## src/core/cps_consts.vh

```
// Purpose: Shared constants of the charge pulse sequencer.
// Assumes: Times are given in microseconds; the clock rate in MHz.
// Notes: Cycle counts are derived in the module from these figures.
`ifndef CPS_CONSTS_VH
`define CPS_CONSTS_VH

// ----------------------------------------------------------------
// Clock
// ----------------------------------------------------------------
`define CPS_CLK_MHZ 200

// ----------------------------------------------------------------
// Times in microseconds
// ----------------------------------------------------------------
`define CPS_T_RESET_US 700000
`define CPS_T_CHG_US 1048000
`define CPS_T_DIS_US 5000
`define CPS_T_REST_US 4000
`define CPS_T_ACQ_US 16400
`define CPS_T_CYCLE_US 1077000
`define CPS_T_CAP_PULSE_US 5000
`define CPS_T_CAP_PERIOD_US 100000
`define CPS_T_DET_PULSE_US 100000
`define CPS_T_DET_PERIOD_US 624000
`define CPS_T_SOFT_INIT_US 200000
`define CPS_T_SOFT_INC_US 7000
`define CPS_T_RATE_WIN_US 1160000

// ----------------------------------------------------------------
// Fast-charge timer and reset values
// ----------------------------------------------------------------
`define CPS_FAST_CYCLES_4C 1000
`define CPS_RATE_RST 2'h0

`endif

```

## src/core/cps_sequencer.v

```verilog
// Purpose: Charge pulse sequencer: polling, soft start, fast charge, timing.
// Assumes: All inputs are synchronous to sys_clk; comparators are external.
// Notes: Drive outputs lag the sequencer state by one clock.
`include "cps_consts.vh"
`timescale 1ns/1ps
`default_nettype none

module cps_sequencer #(
	parameter integer RST_CYC = `CPS_T_RESET_US * `CPS_CLK_MHZ,
	parameter integer CHG_CYC = `CPS_T_CHG_US * `CPS_CLK_MHZ,
	parameter integer DIS_CYC = `CPS_T_DIS_US * `CPS_CLK_MHZ,
	parameter integer REST_CYC = `CPS_T_REST_US * `CPS_CLK_MHZ,
	parameter integer ACQ_CYC = `CPS_T_ACQ_US * `CPS_CLK_MHZ,
	parameter integer CAP_CYC = `CPS_T_CAP_PULSE_US * `CPS_CLK_MHZ,
	parameter integer CAP_PER_CYC = `CPS_T_CAP_PERIOD_US * `CPS_CLK_MHZ,
	parameter integer DET_CYC = `CPS_T_DET_PULSE_US * `CPS_CLK_MHZ,
	parameter integer DET_PER_CYC = `CPS_T_DET_PERIOD_US * `CPS_CLK_MHZ,
	parameter integer SOFT_INIT_CYC = `CPS_T_SOFT_INIT_US * `CPS_CLK_MHZ,
	parameter integer SOFT_INC_CYC = `CPS_T_SOFT_INC_US * `CPS_CLK_MHZ,
	parameter integer WIN_CYC = `CPS_T_RATE_WIN_US * `CPS_CLK_MHZ,
	parameter integer FAST_CYCLES_4C = `CPS_FAST_CYCLES_4C,
	parameter integer TW = 28
) (
	// Clock and reset
	input wire sys_clk,
	input wire sys_rst,
	input wire master_reset_low,
	// Sensing inputs from the analog front end
	input wire temperature_input,
	input wire battery_detect,
	input wire voltage_full,
	input wire [1:0] rate_select,
	// Drives to the current source and discharge circuit
	output reg charge_drive,
	output reg discharge_drive,
	// Status
	output wire polling_active,
	output wire soft_start_active,
	output wire fast_charge_active,
	output wire charge_done,
	output wire hot_fault,
	output wire rate_window_open,
	output wire [1:0] rate_active
);

	// ----------------------------------------------------------------
	// States
	// ----------------------------------------------------------------
	localparam [2:0] ST_POLL = 3'h0;
	localparam [2:0] ST_CHG = 3'h1;
	localparam [2:0] ST_DIS = 3'h2;
	localparam [2:0] ST_REST = 3'h3;
	localparam [2:0] ST_ACQ = 3'h4;
	localparam [2:0] ST_DONE = 3'h5;
	localparam [2:0] ST_FAULT = 3'h6;

	reg [TW-1:0] rst_cnt_reg;
	reg held_reg;
	reg [TW-1:0] win_cnt_reg;
	reg win_open_reg;
	reg [1:0] rate_reg;
	reg [2:0] state_reg;
	reg [2:0] state_next;
	reg soft_reg;
	reg [TW-1:0] tmr_reg;
	reg [TW-1:0] cap_tmr_reg;
	reg [TW-1:0] chg_len_reg;
	reg [15:0] fast_cnt_reg;
	reg charge_next;
	reg discharge_next;
	wire [15:0] fast_limit;
	wire in_cycle;
	wire tmr_end;

	// ----------------------------------------------------------------
	// Reset input debounce
	// ----------------------------------------------------------------
	// A short glitch on the reset pin restarts nothing; only a long hold does.
	always @(posedge sys_clk or posedge sys_rst)
	begin
		if (sys_rst)
		begin
			rst_cnt_reg <= {TW{1'b0}};
			held_reg <= 1'b0;
		end
		else if (master_reset_low)
		begin
			rst_cnt_reg <= {TW{1'b0}};
			held_reg <= 1'b0;
		end
		else if (rst_cnt_reg == RST_CYC[TW-1:0] - 1'b1)
			held_reg <= 1'b1;
		else
			rst_cnt_reg <= rst_cnt_reg + 1'b1;
	end

	// ----------------------------------------------------------------
	// Rate-select window
	// ----------------------------------------------------------------
	always @(posedge sys_clk or posedge sys_rst)
	begin
		if (sys_rst)
		begin
			win_cnt_reg <= {TW{1'b0}};
			win_open_reg <= 1'b1;
			rate_reg <= `CPS_RATE_RST;
		end
		else if (held_reg)
		begin
			win_cnt_reg <= {TW{1'b0}};
			win_open_reg <= 1'b1;
		end
		else if (win_open_reg)
		begin
			rate_reg <= rate_select;
			win_cnt_reg <= win_cnt_reg + 1'b1;
			if (win_cnt_reg == WIN_CYC[TW-1:0] - 1'b1)
				win_open_reg <= 1'b0;
		end
	end

	assign rate_window_open = win_open_reg;
	assign rate_active = rate_reg;
	// Rate 0 is the fastest rate; each slower rate doubles the allowed time.
	assign fast_limit = FAST_CYCLES_4C[15:0] << rate_reg;

	// ----------------------------------------------------------------
	// Sequencer
	// ----------------------------------------------------------------
	assign in_cycle = (state_reg == ST_CHG) || (state_reg == ST_DIS) ||
		(state_reg == ST_REST) || (state_reg == ST_ACQ);
	assign tmr_end = ((state_reg == ST_CHG) && (tmr_reg == chg_len_reg - 1'b1)) ||
		((state_reg == ST_DIS) && (tmr_reg == DIS_CYC[TW-1:0] - 1'b1)) ||
		((state_reg == ST_REST) && (tmr_reg == REST_CYC[TW-1:0] - 1'b1)) ||
		((state_reg == ST_ACQ) && (tmr_reg == ACQ_CYC[TW-1:0] - 1'b1)) ||
		((state_reg == ST_POLL) && (tmr_reg == DET_PER_CYC[TW-1:0] - 1'b1));

	always @*
	begin
		state_next = state_reg;
		if (temperature_input)
			state_next = ST_FAULT;
		else
		begin
			case (state_reg)
				ST_POLL:
					if (tmr_reg == DET_CYC[TW-1:0] - 1'b1 && battery_detect)
						state_next = ST_CHG;
				ST_CHG:
					if (tmr_end)
						state_next = ST_DIS;
				ST_DIS:
					if (tmr_end)
						state_next = ST_REST;
				ST_REST:
					if (tmr_end)
						state_next = ST_ACQ;
				ST_ACQ:
					if (tmr_end)
					begin
						if (!soft_reg && (voltage_full || fast_cnt_reg == fast_limit - 1'b1))
							state_next = ST_DONE;
						else
							state_next = ST_CHG;
					end
				ST_DONE:
					state_next = ST_DONE;
				default:
					state_next = ST_FAULT;
			endcase
		end
	end

	always @(posedge sys_clk or posedge sys_rst)
	begin
		if (sys_rst)
		begin
			state_reg <= ST_POLL;
			soft_reg <= 1'b1;
			tmr_reg <= {TW{1'b0}};
			cap_tmr_reg <= {TW{1'b0}};
			chg_len_reg <= SOFT_INIT_CYC[TW-1:0];
			fast_cnt_reg <= 16'h0000;
		end
		else if (held_reg)
		begin
			state_reg <= ST_POLL;
			soft_reg <= 1'b1;
			tmr_reg <= {TW{1'b0}};
			cap_tmr_reg <= {TW{1'b0}};
			chg_len_reg <= SOFT_INIT_CYC[TW-1:0];
			fast_cnt_reg <= 16'h0000;
		end
		else
		begin
			state_reg <= state_next;
			if (state_next != state_reg || tmr_end)
				tmr_reg <= {TW{1'b0}};
			else
				tmr_reg <= tmr_reg + 1'b1;
			if (cap_tmr_reg == CAP_PER_CYC[TW-1:0] - 1'b1)
				cap_tmr_reg <= {TW{1'b0}};
			else
				cap_tmr_reg <= cap_tmr_reg + 1'b1;
			if (state_reg == ST_ACQ && state_next == ST_CHG)
			begin
				// Soft start hands over to fast charge once one more step would make its pulse reach or pass full width.
				if (soft_reg && chg_len_reg + SOFT_INC_CYC[TW-1:0] < CHG_CYC[TW-1:0])
					chg_len_reg <= chg_len_reg + SOFT_INC_CYC[TW-1:0];
				else
				begin
					soft_reg <= 1'b0;
					chg_len_reg <= CHG_CYC[TW-1:0];
				end
				if (!soft_reg)
					fast_cnt_reg <= fast_cnt_reg + 1'b1;
			end
		end
	end

	// ----------------------------------------------------------------
	// Drive outputs
	// ----------------------------------------------------------------
	always @*
	begin
		charge_next = 1'b0;
		discharge_next = 1'b0;
		if (held_reg)
		begin
			charge_next = 1'b0;
			discharge_next = 1'b0;
		end
		else if (state_reg == ST_POLL)
		begin
			charge_next = (tmr_reg < DET_CYC[TW-1:0]);
			// A capacitor pulse is only started where it fits whole between two detection
			// pulses, so a pulse that would collide is skipped rather than cut short.
			discharge_next = (cap_tmr_reg < CAP_CYC[TW-1:0]) &&
				(tmr_reg >= DET_CYC[TW-1:0] + cap_tmr_reg) &&
				(tmr_reg - cap_tmr_reg <= DET_PER_CYC[TW-1:0] - CAP_CYC[TW-1:0]);
		end
		else if (in_cycle)
		begin
			charge_next = (state_reg == ST_CHG);
			discharge_next = (state_reg == ST_DIS);
		end
	end

	always @(posedge sys_clk or posedge sys_rst)
	begin
		if (sys_rst)
		begin
			charge_drive <= 1'b0;
			discharge_drive <= 1'b0;
		end
		else
		begin
			charge_drive <= charge_next && !temperature_input;
			discharge_drive <= discharge_next;
		end
	end

	assign polling_active = (state_reg == ST_POLL);
	assign soft_start_active = in_cycle && soft_reg;
	assign fast_charge_active = in_cycle && !soft_reg;
	assign charge_done = (state_reg == ST_DONE);
	assign hot_fault = (state_reg == ST_FAULT);

endmodule // cps_sequencer

`default_nettype wire

```

## config.mk

```make
export PLATFORM = sky130hd
export DESIGN_NAME = cps_sequencer
export DESIGN_NICKNAME = d
export VERILOG_FILES = /design/src/core/cps_sequencer.v
export VERILOG_INCLUDE_DIRS = /design/src /design/src/core
export SDC_FILE = /design/constraint.sdc
export NUM_CORES = 1
export LEC_CHECK = 0
export ABC_AREA = 1
export BUFFER_PORTS_ARGS = -buffer_cell sky130_fd_sc_hd__buf_2
export CAP_MARGIN = 10
export CORE_ASPECT_RATIO = 1.1
export CORE_MARGIN = 3
export CORE_UTILIZATION = 45
export CTS_BUF_LIST = sky130_fd_sc_hd__clkbuf_4
export CTS_CLUSTER_SIZE = 20
export DETAILED_ROUTE_END_ITERATION = 6
export GPL_ROUTABILITY_DRIVEN = 0
export PLACE_DENSITY = 0.72
export SLEW_MARGIN = 20
export SYNTH_ARGS = -nofsm -noshare
export SYNTH_HDL_FRONTEND = slang
export SYNTH_SLANG_ARGS = --single-unit
```

## constraint.sdc

```tcl
create_clock -name sys_clk -period 5.7 [get_ports sys_clk]
set_input_delay 1.14 -clock sys_clk [delete_from_list [all_inputs] [get_ports sys_clk]]
set_output_delay 1.14 -clock sys_clk [all_outputs]
set_load 0.02 [all_outputs]
```

==> out/results.tsv, run 1 <==
metric	value	unit
outcome	completed	
grt_pass1_vias	12667	
synth_top_area_frac	0.277	
cts.sinks	160	
slew_headroom	0.408	
drcViolationCount	0	
synthDistinctLibCells	53	
die_area	0.0322	mm2
finalSetupViolCount	0	
postCtsSetupBuffers	0	
core_region_area	0.0292	mm2
start_kind	flip-flop	
via_per_inst	5.40	
clkTransAtPathRegs	0.14	ns
hp-class	flip-flop to flip-flop	
grt_pass1_wl	59.3	mm
tns	0	ns
fin_crit_sh	0.576	
syn-cell-area	0.0135	mm2
skew	0.0203	ns
fin_util	0.483	
synthCells	2088	
p_per_area	272	mW/mm2
io_pins	18	
leakage	0.00716	uW
port_buffers	17	
cts_tree	yes	
cap_violations	0	
overflow	0	
cts_made_buffers	17	
clock-root-buffer	clkbuf_4	
post_drt_wl_per_cell	14.2	um
arrival	3.81	ns
syn_nets	2156	
fill_cells	3009	
synth.area.top_cells	dfrtp_1 28%, nand2_1 16%, inv_1 8.3%	
fmax	304	MHz
synth_top_area_cell	dfrtp_1	
path_class	flip-flop to flip-flop	
initialDrtViolationCount	1157	
syn2layout_area_growth	4.22	%
final_hold_viol_count	0	
rows	65	
rr_worst_depth	21	
antenna_left	0	
drive_gt1_frac	0.0581	
whs_path_depth	1	
worstPathRequired	6.23	ns
multi_input_area	0.00812	mm2
crit_path_max_fanout	6	
die_w	171	um
end_kind	flip-flop	
setup_slack	2.41	ns
regArea	0.00402	mm2
irDropWorstVdd	0.215	mV
start_util	0.464	
firstDrtPassIters	5	
finalCriticalPeriod	3.29	ns
clkLatencyLatePin	0.61	ns
wl	35.1	mm
gr-usage-all-layers	0.222	
vias	13329	
nets	2154	
rsz0062_at_grt	no	
cts_resized	0	
hold_buffers	0	
worst_pin_slew	0.884	ns
ys_warn_count	0	
ys_seq_elements	160	
cts_buffer_depth	2	
place_hpwl	27.3	mm
grt_max_degree	74	
avgSynthCellArea	6.48	um2
antenna_found_initial	1	
slew_violations	0	
pre_cts_ws	2.49	ns
htreeDepth	4	
yosysSeqAreaShare	0.297	
die_h	188	um
per-layer routing:
layer,vias up,wire length (um),global-route usage
li1,6726,-,-
met5,-,0,0
met1,6156,15400,0.279
met4,0,1280,0.0954
met2,366,16800,0.375
met3,81,1680,0.0361
worst paths after layout:
kind | start | slack [ns] | to
min in group asynchronous | sys_rst | 0.61 | fast_cnt_reg[11]
hold reg to reg | win_cnt_reg[27] | 0.49 | win_cnt_reg[27]
max in group asynchronous | sys_rst | 4.05 | win_cnt_reg[15]
setup reg to reg | cap_tmr_reg[8] | 2.41 | discharge_drive
setup / recovery | cap_tmr_reg[8] | 2.41 | discharge_drive
hold / removal | win_cnt_reg[27] | 0.49 | win_cnt_reg[27]
layout make-up:
type | count | area share
Tap cell | 368 | 0.0326
Multi-Input combinational cell | 1582 | 0.576
Clock inverter | 14 | 0.00789
Clock buffer | 18 | 0.00958
Inverter | 304 | 0.0812
Antenna cell | 2 | 0.000355
Timing Repair Buffer | 21 | 0.00816
Sequential cell | 160 | 0.285
cell usage after synthesis, drive strengths merged:
master / n
a211o: 1
a211oi: 5
a21o: 1
a21oi: 107
a221oi: 1
a22oi: 1
a31oi: 6
a41oi: 1
and2: 5
and3: 4
buf: 20
clkbuf: 22
clkinv: 1
dfrtp: 150
dfstp: 10
ha: 60
inv: 303
nand2: 580
nand3: 149
nand3b: 10
nand4: 47
nor2: 282
nor3: 67
nor3b: 9
nor4: 28
nor4b: 1
o2111a: 1
o211a: 2
o211ai: 5
o21a: 4
o21ai: 89
o21bai: 3
o221ai: 1
o31ai: 1
or2: 10
or3: 3
or3b: 1
xnor2: 29
xor2: 68
stage by stage:
stage | cell area [um2] | total power, uW | cells | hold WS (ns)
2_1_floorplan | 13500 | 2830 | 2088 | 0.434
3_3_place_gp | 13900 | 3160 | 2435 | 0.466
3_5_place_dp | 13900 | 3190 | 2435 | 0.465
4_1_cts | 14100 | 3850 | 2467 | 0.491
5_1_grt | 14100 | 4200 | 2469 | 0.533
6_report | 14100 | 3840 | 2469 | 0.486
report_power, final:
part           total [uW]  switching, uW  leakage (uW)  internal [uW]
clock network         637            453      0.000134            184
registers            1380            138       0.00213           1250
logic                1820           1190       0.00490            633
total                3840           1780       0.00716           2060
critical path: stages (launching register included):
cell,delay (ns)
dfrtp_1,0.47
ha_1,0.26
nor2_1,0.13
nand2_1,0.09
nand2_1,0.12
a21oi_1,0.10
o21ai_0,0.33
o21ai_0,0.20
nand2_1,0.13
a21oi_1,0.09
xor2_1,0.15
ha_1,0.28
nand2_1,0.05
inv_1,0.06
nand3_1,0.10
nor3_1,0.17
nand3_1,0.10
nand3_1,0.10
nand3_1,0.06
inv_1,0.06
nand2_1,0.05
a21oi_1,0.12
kinds of logic (layout without fill, tap and decap cells):
kind of cell	Yosys count	in the layout	synth area share
compound gates	229	229	0.0962
xor+xnor	97	97	0.0628
fa+ha+maj	60	60	0.0555
buf+inv	346	357	0.104
flops	160	160	0.297
other cells	0	2	0
simple gates	1196	1196	0.385
cells in the final DEF (no fill, tap or decap), types with 9 or more instances in the layout:
cell | synthesis | routed
or2_2 | 10 | 10
nand4_1 | 47 | 47
xnor2_1 | 29 | 29
o21ai_2 | 16 | 16
a21oi_1 | 106 | 106
o21ai_0 | 73 | 73
nor2_2 | 9 | 9
nor3_1 | 65 | 65
buf_2 | 7 | 17
dfstp_2 | 10 | 10
nor3b_1 | 9 | 9
nor4_1 | 28 | 28
clkbuf_4 | 0 | 18
nand2_1 | 572 | 572
dfrtp_1 | 150 | 150
nand3b_1 | 10 | 10
inv_1 | 300 | 299
nor2_1 | 270 | 270
nand3_1 | 144 | 144
ha_1 | 60 | 60
xor2_1 | 68 | 68
(Power assumes the default switching activity.)
==> inputs of run 2 (changes only) <==
==> constraint.sdc (replaced) <==
create_clock -name sys_clk -period 2.6 [get_ports sys_clk]
set_input_delay 0.52 -clock sys_clk [delete_from_list [all_inputs] [get_ports sys_clk]]
set_output_delay 0.52 -clock sys_clk [all_outputs]
set_load 0.02 [all_outputs]
==> out/results.tsv, run 2 (synthesis gave the netlist of run 1 again) <==
metric	value	unit
power.total	9430	uW
switching_share	0.450	
rsz0062_at_grt	yes	
io_pins	18	
cpLargestDelayFamily	simple AND/OR/NAND/NOR gates	
start_util	0.464	
grt_pass1_vias	13846	
slew_headroom	0.518	
overflow	0	
post_drt_wl_per_cell	15.0	um
end_kind	flip-flop	
cts.sinks	160	
cts_tree	yes	
start_kind	flip-flop	
antenna_left	0	
via_per_inst	5.42	
slew_violations	0	
setup_slack	-0.199	ns
fill_cells	2618	
crit_buf_inv	3	
antenna_found_initial	0	
p_per_area	550	mW/mm2
hold_slack	0.167	ns
arrival	3.29	ns
worstPathRequired	3.09	ns
skew	0.0343	ns
clkLatencyLatePin	0.61	ns
hp-class	input pin to flip-flop	
worst_pin_slew	0.722	ns
syn2layout_area_growth	26.7	%
p_sw	4240	uW
p_int	5190	uW
nets	2386	
grt_max_degree	53	
irDropWorstVdd	0.401	mV
cp_slowest_cell	dfrtp_1	
cap_violations	0	
cts_buffer_depth	2	
path_class	flip-flop to flip-flop	
wl	40.4	mm
gr-usage-all-layers	0.242	
power_frac_seq	0.319	
layout_common_cells	499 x nand2_1, 290 x inv_1, 211 x nor2_1, 203 x buf_4, 143 x dfrtp_1	
clkTransAtPathRegs	0.16	ns
crit_chain	a21oi_2 -> nand2_1 -> nand2_1 -> nand2_1 -> nand2_2 -> o21ai_4 -> nand3_2 -> nand2_2 -> a21oi_4 -> buf_6 -> xor2_2 -> ha_1 -> buf_4 -> nand3_4 -> o211ai_1 -> a21oi_1 -> nand3_1 -> nand3_1 -> inv_1 -> nand2_2 -> a21oi_2	
crit_path_max_fanout	3	
pwr-share-comb	0.524	
diodes	0	
fin_crit_sh	1.08	
p_clk_frac	0.157	
drcViolationCount	0	
outcome	finished with violations	
finalCriticalPeriod	2.80	ns
cpPeakStageDelay	0.45	ns
clock-root-buffer	clkbuf_4	
core_region_area	0.0292	mm2
vias	14620	
rows	65	
finalSetupViolCount	46	
place_hpwl	29.7	mm
port_buffers	17	
failed_checks	setup timing	
die_area	0.0322	mm2
cts_made_buffers	17	
final_common_cell	nand2_1	
fmax	357	MHz
drive_gt1_frac	0.242	
die_h	188	um
leakage	0.00859	uW
die_w	171	um
final_hold_viol_count	0	
initialDrtViolationCount	1214	
htreeDepth	4	
firstDrtPassIters	6	
grt_pass1_wl	64.7	mm
run 2: layout make-up:
class / count / area, um2 / share of cell area
repair inverters: 1 / 11.3 / 0.000656
clock inverters: 15 / 138 / 0.00802
clock buffers: 17 / 128 / 0.00744
well taps: 368 / 460 / 0.0268
multi-input cells: 1585 / 9150 / 0.533
repair buffers: 249 / 2090 / 0.122
inverters: 304 / 1160 / 0.0677
flip-flops and latches: 160 / 4030 / 0.235
run 2: per-stage QoR:
| stage | TNS, ns | setup slack (ns) | util | instance area, um2 | std cells |
|---|---|---|---|---|---|
| finish | -2.97 | -0.199 | 0.588 | 17200 | 2699 |
| global route | -13.73 | -0.392 | 0.588 | 17200 | 2699 |
| CTS | -0.292 | -0.195 | 0.545 | 15900 | 2665 |
| detailed placement | -1.68 | -0.211 | 0.527 | 15400 | 2621 |
| global placement | -0.130 | -0.103 | 0.527 | 15400 | 2621 |
| floorplan | -0.0382 | -0.0382 | - | 13600 | 2088 |
run 2: worst paths after layout:
check / depth (start not counted) / slack, ns / from / end
max: 21 / -0.20 / cap_tmr_reg[9] / discharge_drive
min: 3 / 0.17 / rate_select[1] / rate_active[1]
max reg2reg: 21 / -0.20 / cap_tmr_reg[9] / discharge_drive
min reg2reg: 1 / 0.48 / win_cnt_reg[27] / win_cnt_reg[27]
max in group asynchronous: 4 / 1.31 / sys_rst / tmr_reg[8]
min in group asynchronous: 3 / 0.58 / sys_rst / chg_len_reg[19]
run 2: timing repair:
action | CTS | global route
gates cloned | 3 | 5
hold endpoints to repair | 17 | 0
gates resized for setup | 46 | 263
hold buffers | 1 | 0
setup buffers | 8 | 29
pin swaps | 24 | 76
setup endpoints to repair | 54 | 81
run 2: worst min-delay path, delay by kind of cell:
kind / cells / cell delay [ns]
AND/OR/NAND/NOR: 1 / 0.03
buffers and inverters: 1 / 0.07
AO/OA/AOI/OAI: 1 / 0.10
run 2: layer usage:
layer	routed length (um)	global-route usage
met1	16400	0.300
met2	20400	0.417
met3	1860	0.0371
met4	1790	0.104
met5	0	0
run 2: power groups by stage:
stage               logic [uW]  registers (uW)  clock network (uW)
CTS                       4570            2970                1530
detailed placement        4500            3010                   0
global route              5630            3040                1610
global placement          4380            3000                   0
floorplan                 3270            2930                   0
finish                    4940            3000                1480
==> inputs of run 3 (changes only) <==
--- a/config.mk
+++ b/config.mk
@@ -6,17 +6,15 @@
 export SDC_FILE = /design/constraint.sdc
 export NUM_CORES = 1
 export LEC_CHECK = 0
-export ABC_AREA = 1
 export BUFFER_PORTS_ARGS = -buffer_cell sky130_fd_sc_hd__buf_2
 export CAP_MARGIN = 10
 export CORE_ASPECT_RATIO = 1.1
 export CORE_MARGIN = 3
 export CORE_UTILIZATION = 45
-export CTS_BUF_LIST = sky130_fd_sc_hd__clkbuf_4
 export CTS_CLUSTER_SIZE = 20
 export DETAILED_ROUTE_END_ITERATION = 6
-export GPL_ROUTABILITY_DRIVEN = 0
-export PLACE_DENSITY = 0.72
+export GPL_ROUTABILITY_DRIVEN = 1
+export PLACE_DENSITY = 0.73
 export SLEW_MARGIN = 20
 export SYNTH_ARGS = -nofsm -noshare
 export SYNTH_HDL_FRONTEND = slang
==> out/results.tsv, run 3 <==
metric	value	unit
outcome	finished with violations	
failed_checks	setup timing	
port_buffers	17	
rr_worst_depth	13	
synth_top_area_cell	dfrtp_1	
synthArstFlopShare	1.00	
syn_nets	1537	
yosysSeqAreaShare	0.332	
synth_most_common_cell	nor2_1	
regArea	0.00402	mm2
r2r_slack	-1.04	ns
layout_common_cells	318 x buf_4, 160 x nor2_1, 147 x dfrtp_1, 117 x nand2_1, 94 x xnor2_1	
diodes	0	
gp_congestion	0.931	
initialDrtViolationCount	1374	
worst_pin_slew	0.630	ns
setup_slack	-1.04	ns
antenna_left	0	
via_per_inst	5.95	
grt_max_degree	89	
synth_top_area_frac	0.310	
fin_crit_sh	1.40	
crit_path_max_fanout	6	
top_layer_used	met4	
clkLatencyLatePin	0.45	ns
overflow	0	
vias	12775	
wl_met1	15.4	mm
drcViolationCount	0	
pre_cts_ws	-0.976	ns
clkTransAtPathRegs	0.07	ns
syn2layout_area_growth	39.5	%
cts_made_buffers	17	
skew	0.0168	ns
avgSynthCellArea	8.23	um2
rsz0062_at_grt	yes	
hold_buffers	0	
finalCriticalPeriod	3.64	ns
synthDistinctLibCells	85	
die_h	178	um
hp-class	input pin to async pin	
die_w	162	um
r2r-start	chg_len_reg[9]	
place_hpwl	24.7	mm
nets	1850	
path_class	flip-flop to flip-flop	
fill_cells	1973	
htreeDepth	4	
grt_pass1_wl	60.3	mm
worstPathRequired	2.92	ns
synthCells	1469	
worstSetupStartpoint	chg_len_reg[9]	
finalSetupViolCount	71	
synth_common_cells	195 x nor2_1, 150 x dfrtp_1, 124 x nand2_1	
arrival	3.96	ns
fmax	275	MHz
cts_tree	yes	
end_kind	flip-flop	
final_common_cell	buf_4	
gr-usage-all-layers	0.254	
multi_input_area	0.00852	mm2
cap_violations	0	
io_pins	18	
p_per_area	553	mW/mm2
fin_area	0.0169	mm2
start_util	0.460	
syn-cell-area	0.0121	mm2
synth.area.top_cells	dfrtp_1 31%, xnor2_1 6.8%, ha_1 6.2%	
cts_buffer_depth	2	
cts.sinks	160	
post_drt_wl_per_cell	18.1	um
ys_warn_count	0	
wl	38.8	mm
slew_headroom	0.569	
synth-edff-count	0	
synth_ff_type	dfrtp_1	
dpl_cell_area	0.0148	mm2
drive_gt1_frac	0.329	
r2r_end	chg_len_reg[16]	
fin_util	0.641	
met2_length	19.6	mm
start_kind	flip-flop	
leakage	0.00757	uW
grt_pass1_vias	12340	
final_hold_viol_count	0	
slew_violations	0	
rows	62	
core_region_area	0.0263	mm2
ys_seq_elements	160	
firstDrtPassIters	6	
die_area	0.0289	mm2
antenna_found_initial	0	
route.met3.wl	1.93	mm
irDropWorstVdd	0.490	mV
clock-root-buffer	clkbuf_16	
run 3: changes by cell type after synthesis, sizes merged, moves of 25 or more:
cell,delta
xnor2,+65
inv,-245
a21oi,-47
nand3,-80
clkbuf,+43
nor3,-26
or3,+29
o21ai,-27
and3,+25
nand2,-456
nor2,-86
run 3: layout make-up:
cell class,count,share of cell area
Sequential cell,160,0.238
Clock inverter,14,0.0113
Tap cell,352,0.0261
Clock buffer,18,0.0254
Multi-Input combinational cell,1172,0.505
Timing Repair Buffer,371,0.180
Inverter,60,0.0137
run 3: critical path: stages, from the launching register on:
cell and delay, ns:
dfstp_2 0.37, or4_4 0.56, buf_6 0.16, or3_1 0.42, nor4_2 0.40, o22ai_1 0.17, o41a_1 0.44, buf_4 0.16
buf_6 0.12, nor2_4 0.15, buf_6 0.18, buf_6 0.11, nor2_2 0.04, a211o_1 0.24
run 3: where the power goes:
group          switching (uW)  leakage (uW)  internal (uW)  total [uW]
clock                    1200      0.000298           1550        2750
combinational            1800       0.00515           1930        3730
sequential                170       0.00213           2670        2840
total                    3170       0.00757           6150        9320
run 3: repair_timing:
action	4_1_cts	5_1_grt
buffers inserted	26	15
pin swaps	80	48
cloned	4	0
gates resized for setup	132	105
endpoints found under the setup margin	71	76
run 3: stage by stage:
stage	setup TNS, ns	instances	power (uW)	hold WS [ns]
final	-60.26	2147	9320	0.0912
after global routing	-62.70	2147	9830	0.113
after CTS	-48.99	2135	9060	0.102
after detailed placement	-52.51	2073	6030	0.514
after global placement	-45.73	2073	5940	0.496
after floorplan	-35.46	1469	4840	0.467
run 3: cell families after synthesis:
| family | count (synthesis) | synth area share |
|---|---|---|
| AND/OR/NAND/NOR | 677 | 0.292 |
| AO/OA/AOI/OAI | 266 | 0.146 |
| XOR/XNOR | 161 | 0.117 |
| flip-flops | 160 | 0.332 |
| buffers and inverters | 137 | 0.0439 |
| adder cells (fa/ha/maj) | 60 | 0.0621 |
| multiplexers | 8 | 0.00683 |
run 3: layer usage:
layer,GRT usage,up-vias
met3,0.0296,153
li1,-,5896
met4,0.116,0
met5,0,-
met1,0.310,6210
met2,0.449,516
run 3: worst max path at each step:
| stage | cells after the start | end |
|---|---|---|
| 5_1_grt | 13 | fast_cnt_reg[6] |
| 2_1_floorplan | 11 | fast_cnt_reg[11] |
| 3_5_place_dp | 11 | chg_len_reg[8] |
| 6_report | 13 | chg_len_reg[16] |
| 4_1_cts | 13 | fast_cnt_reg[6] |
| 3_3_place_gp | 11 | fast_cnt_reg[11] |
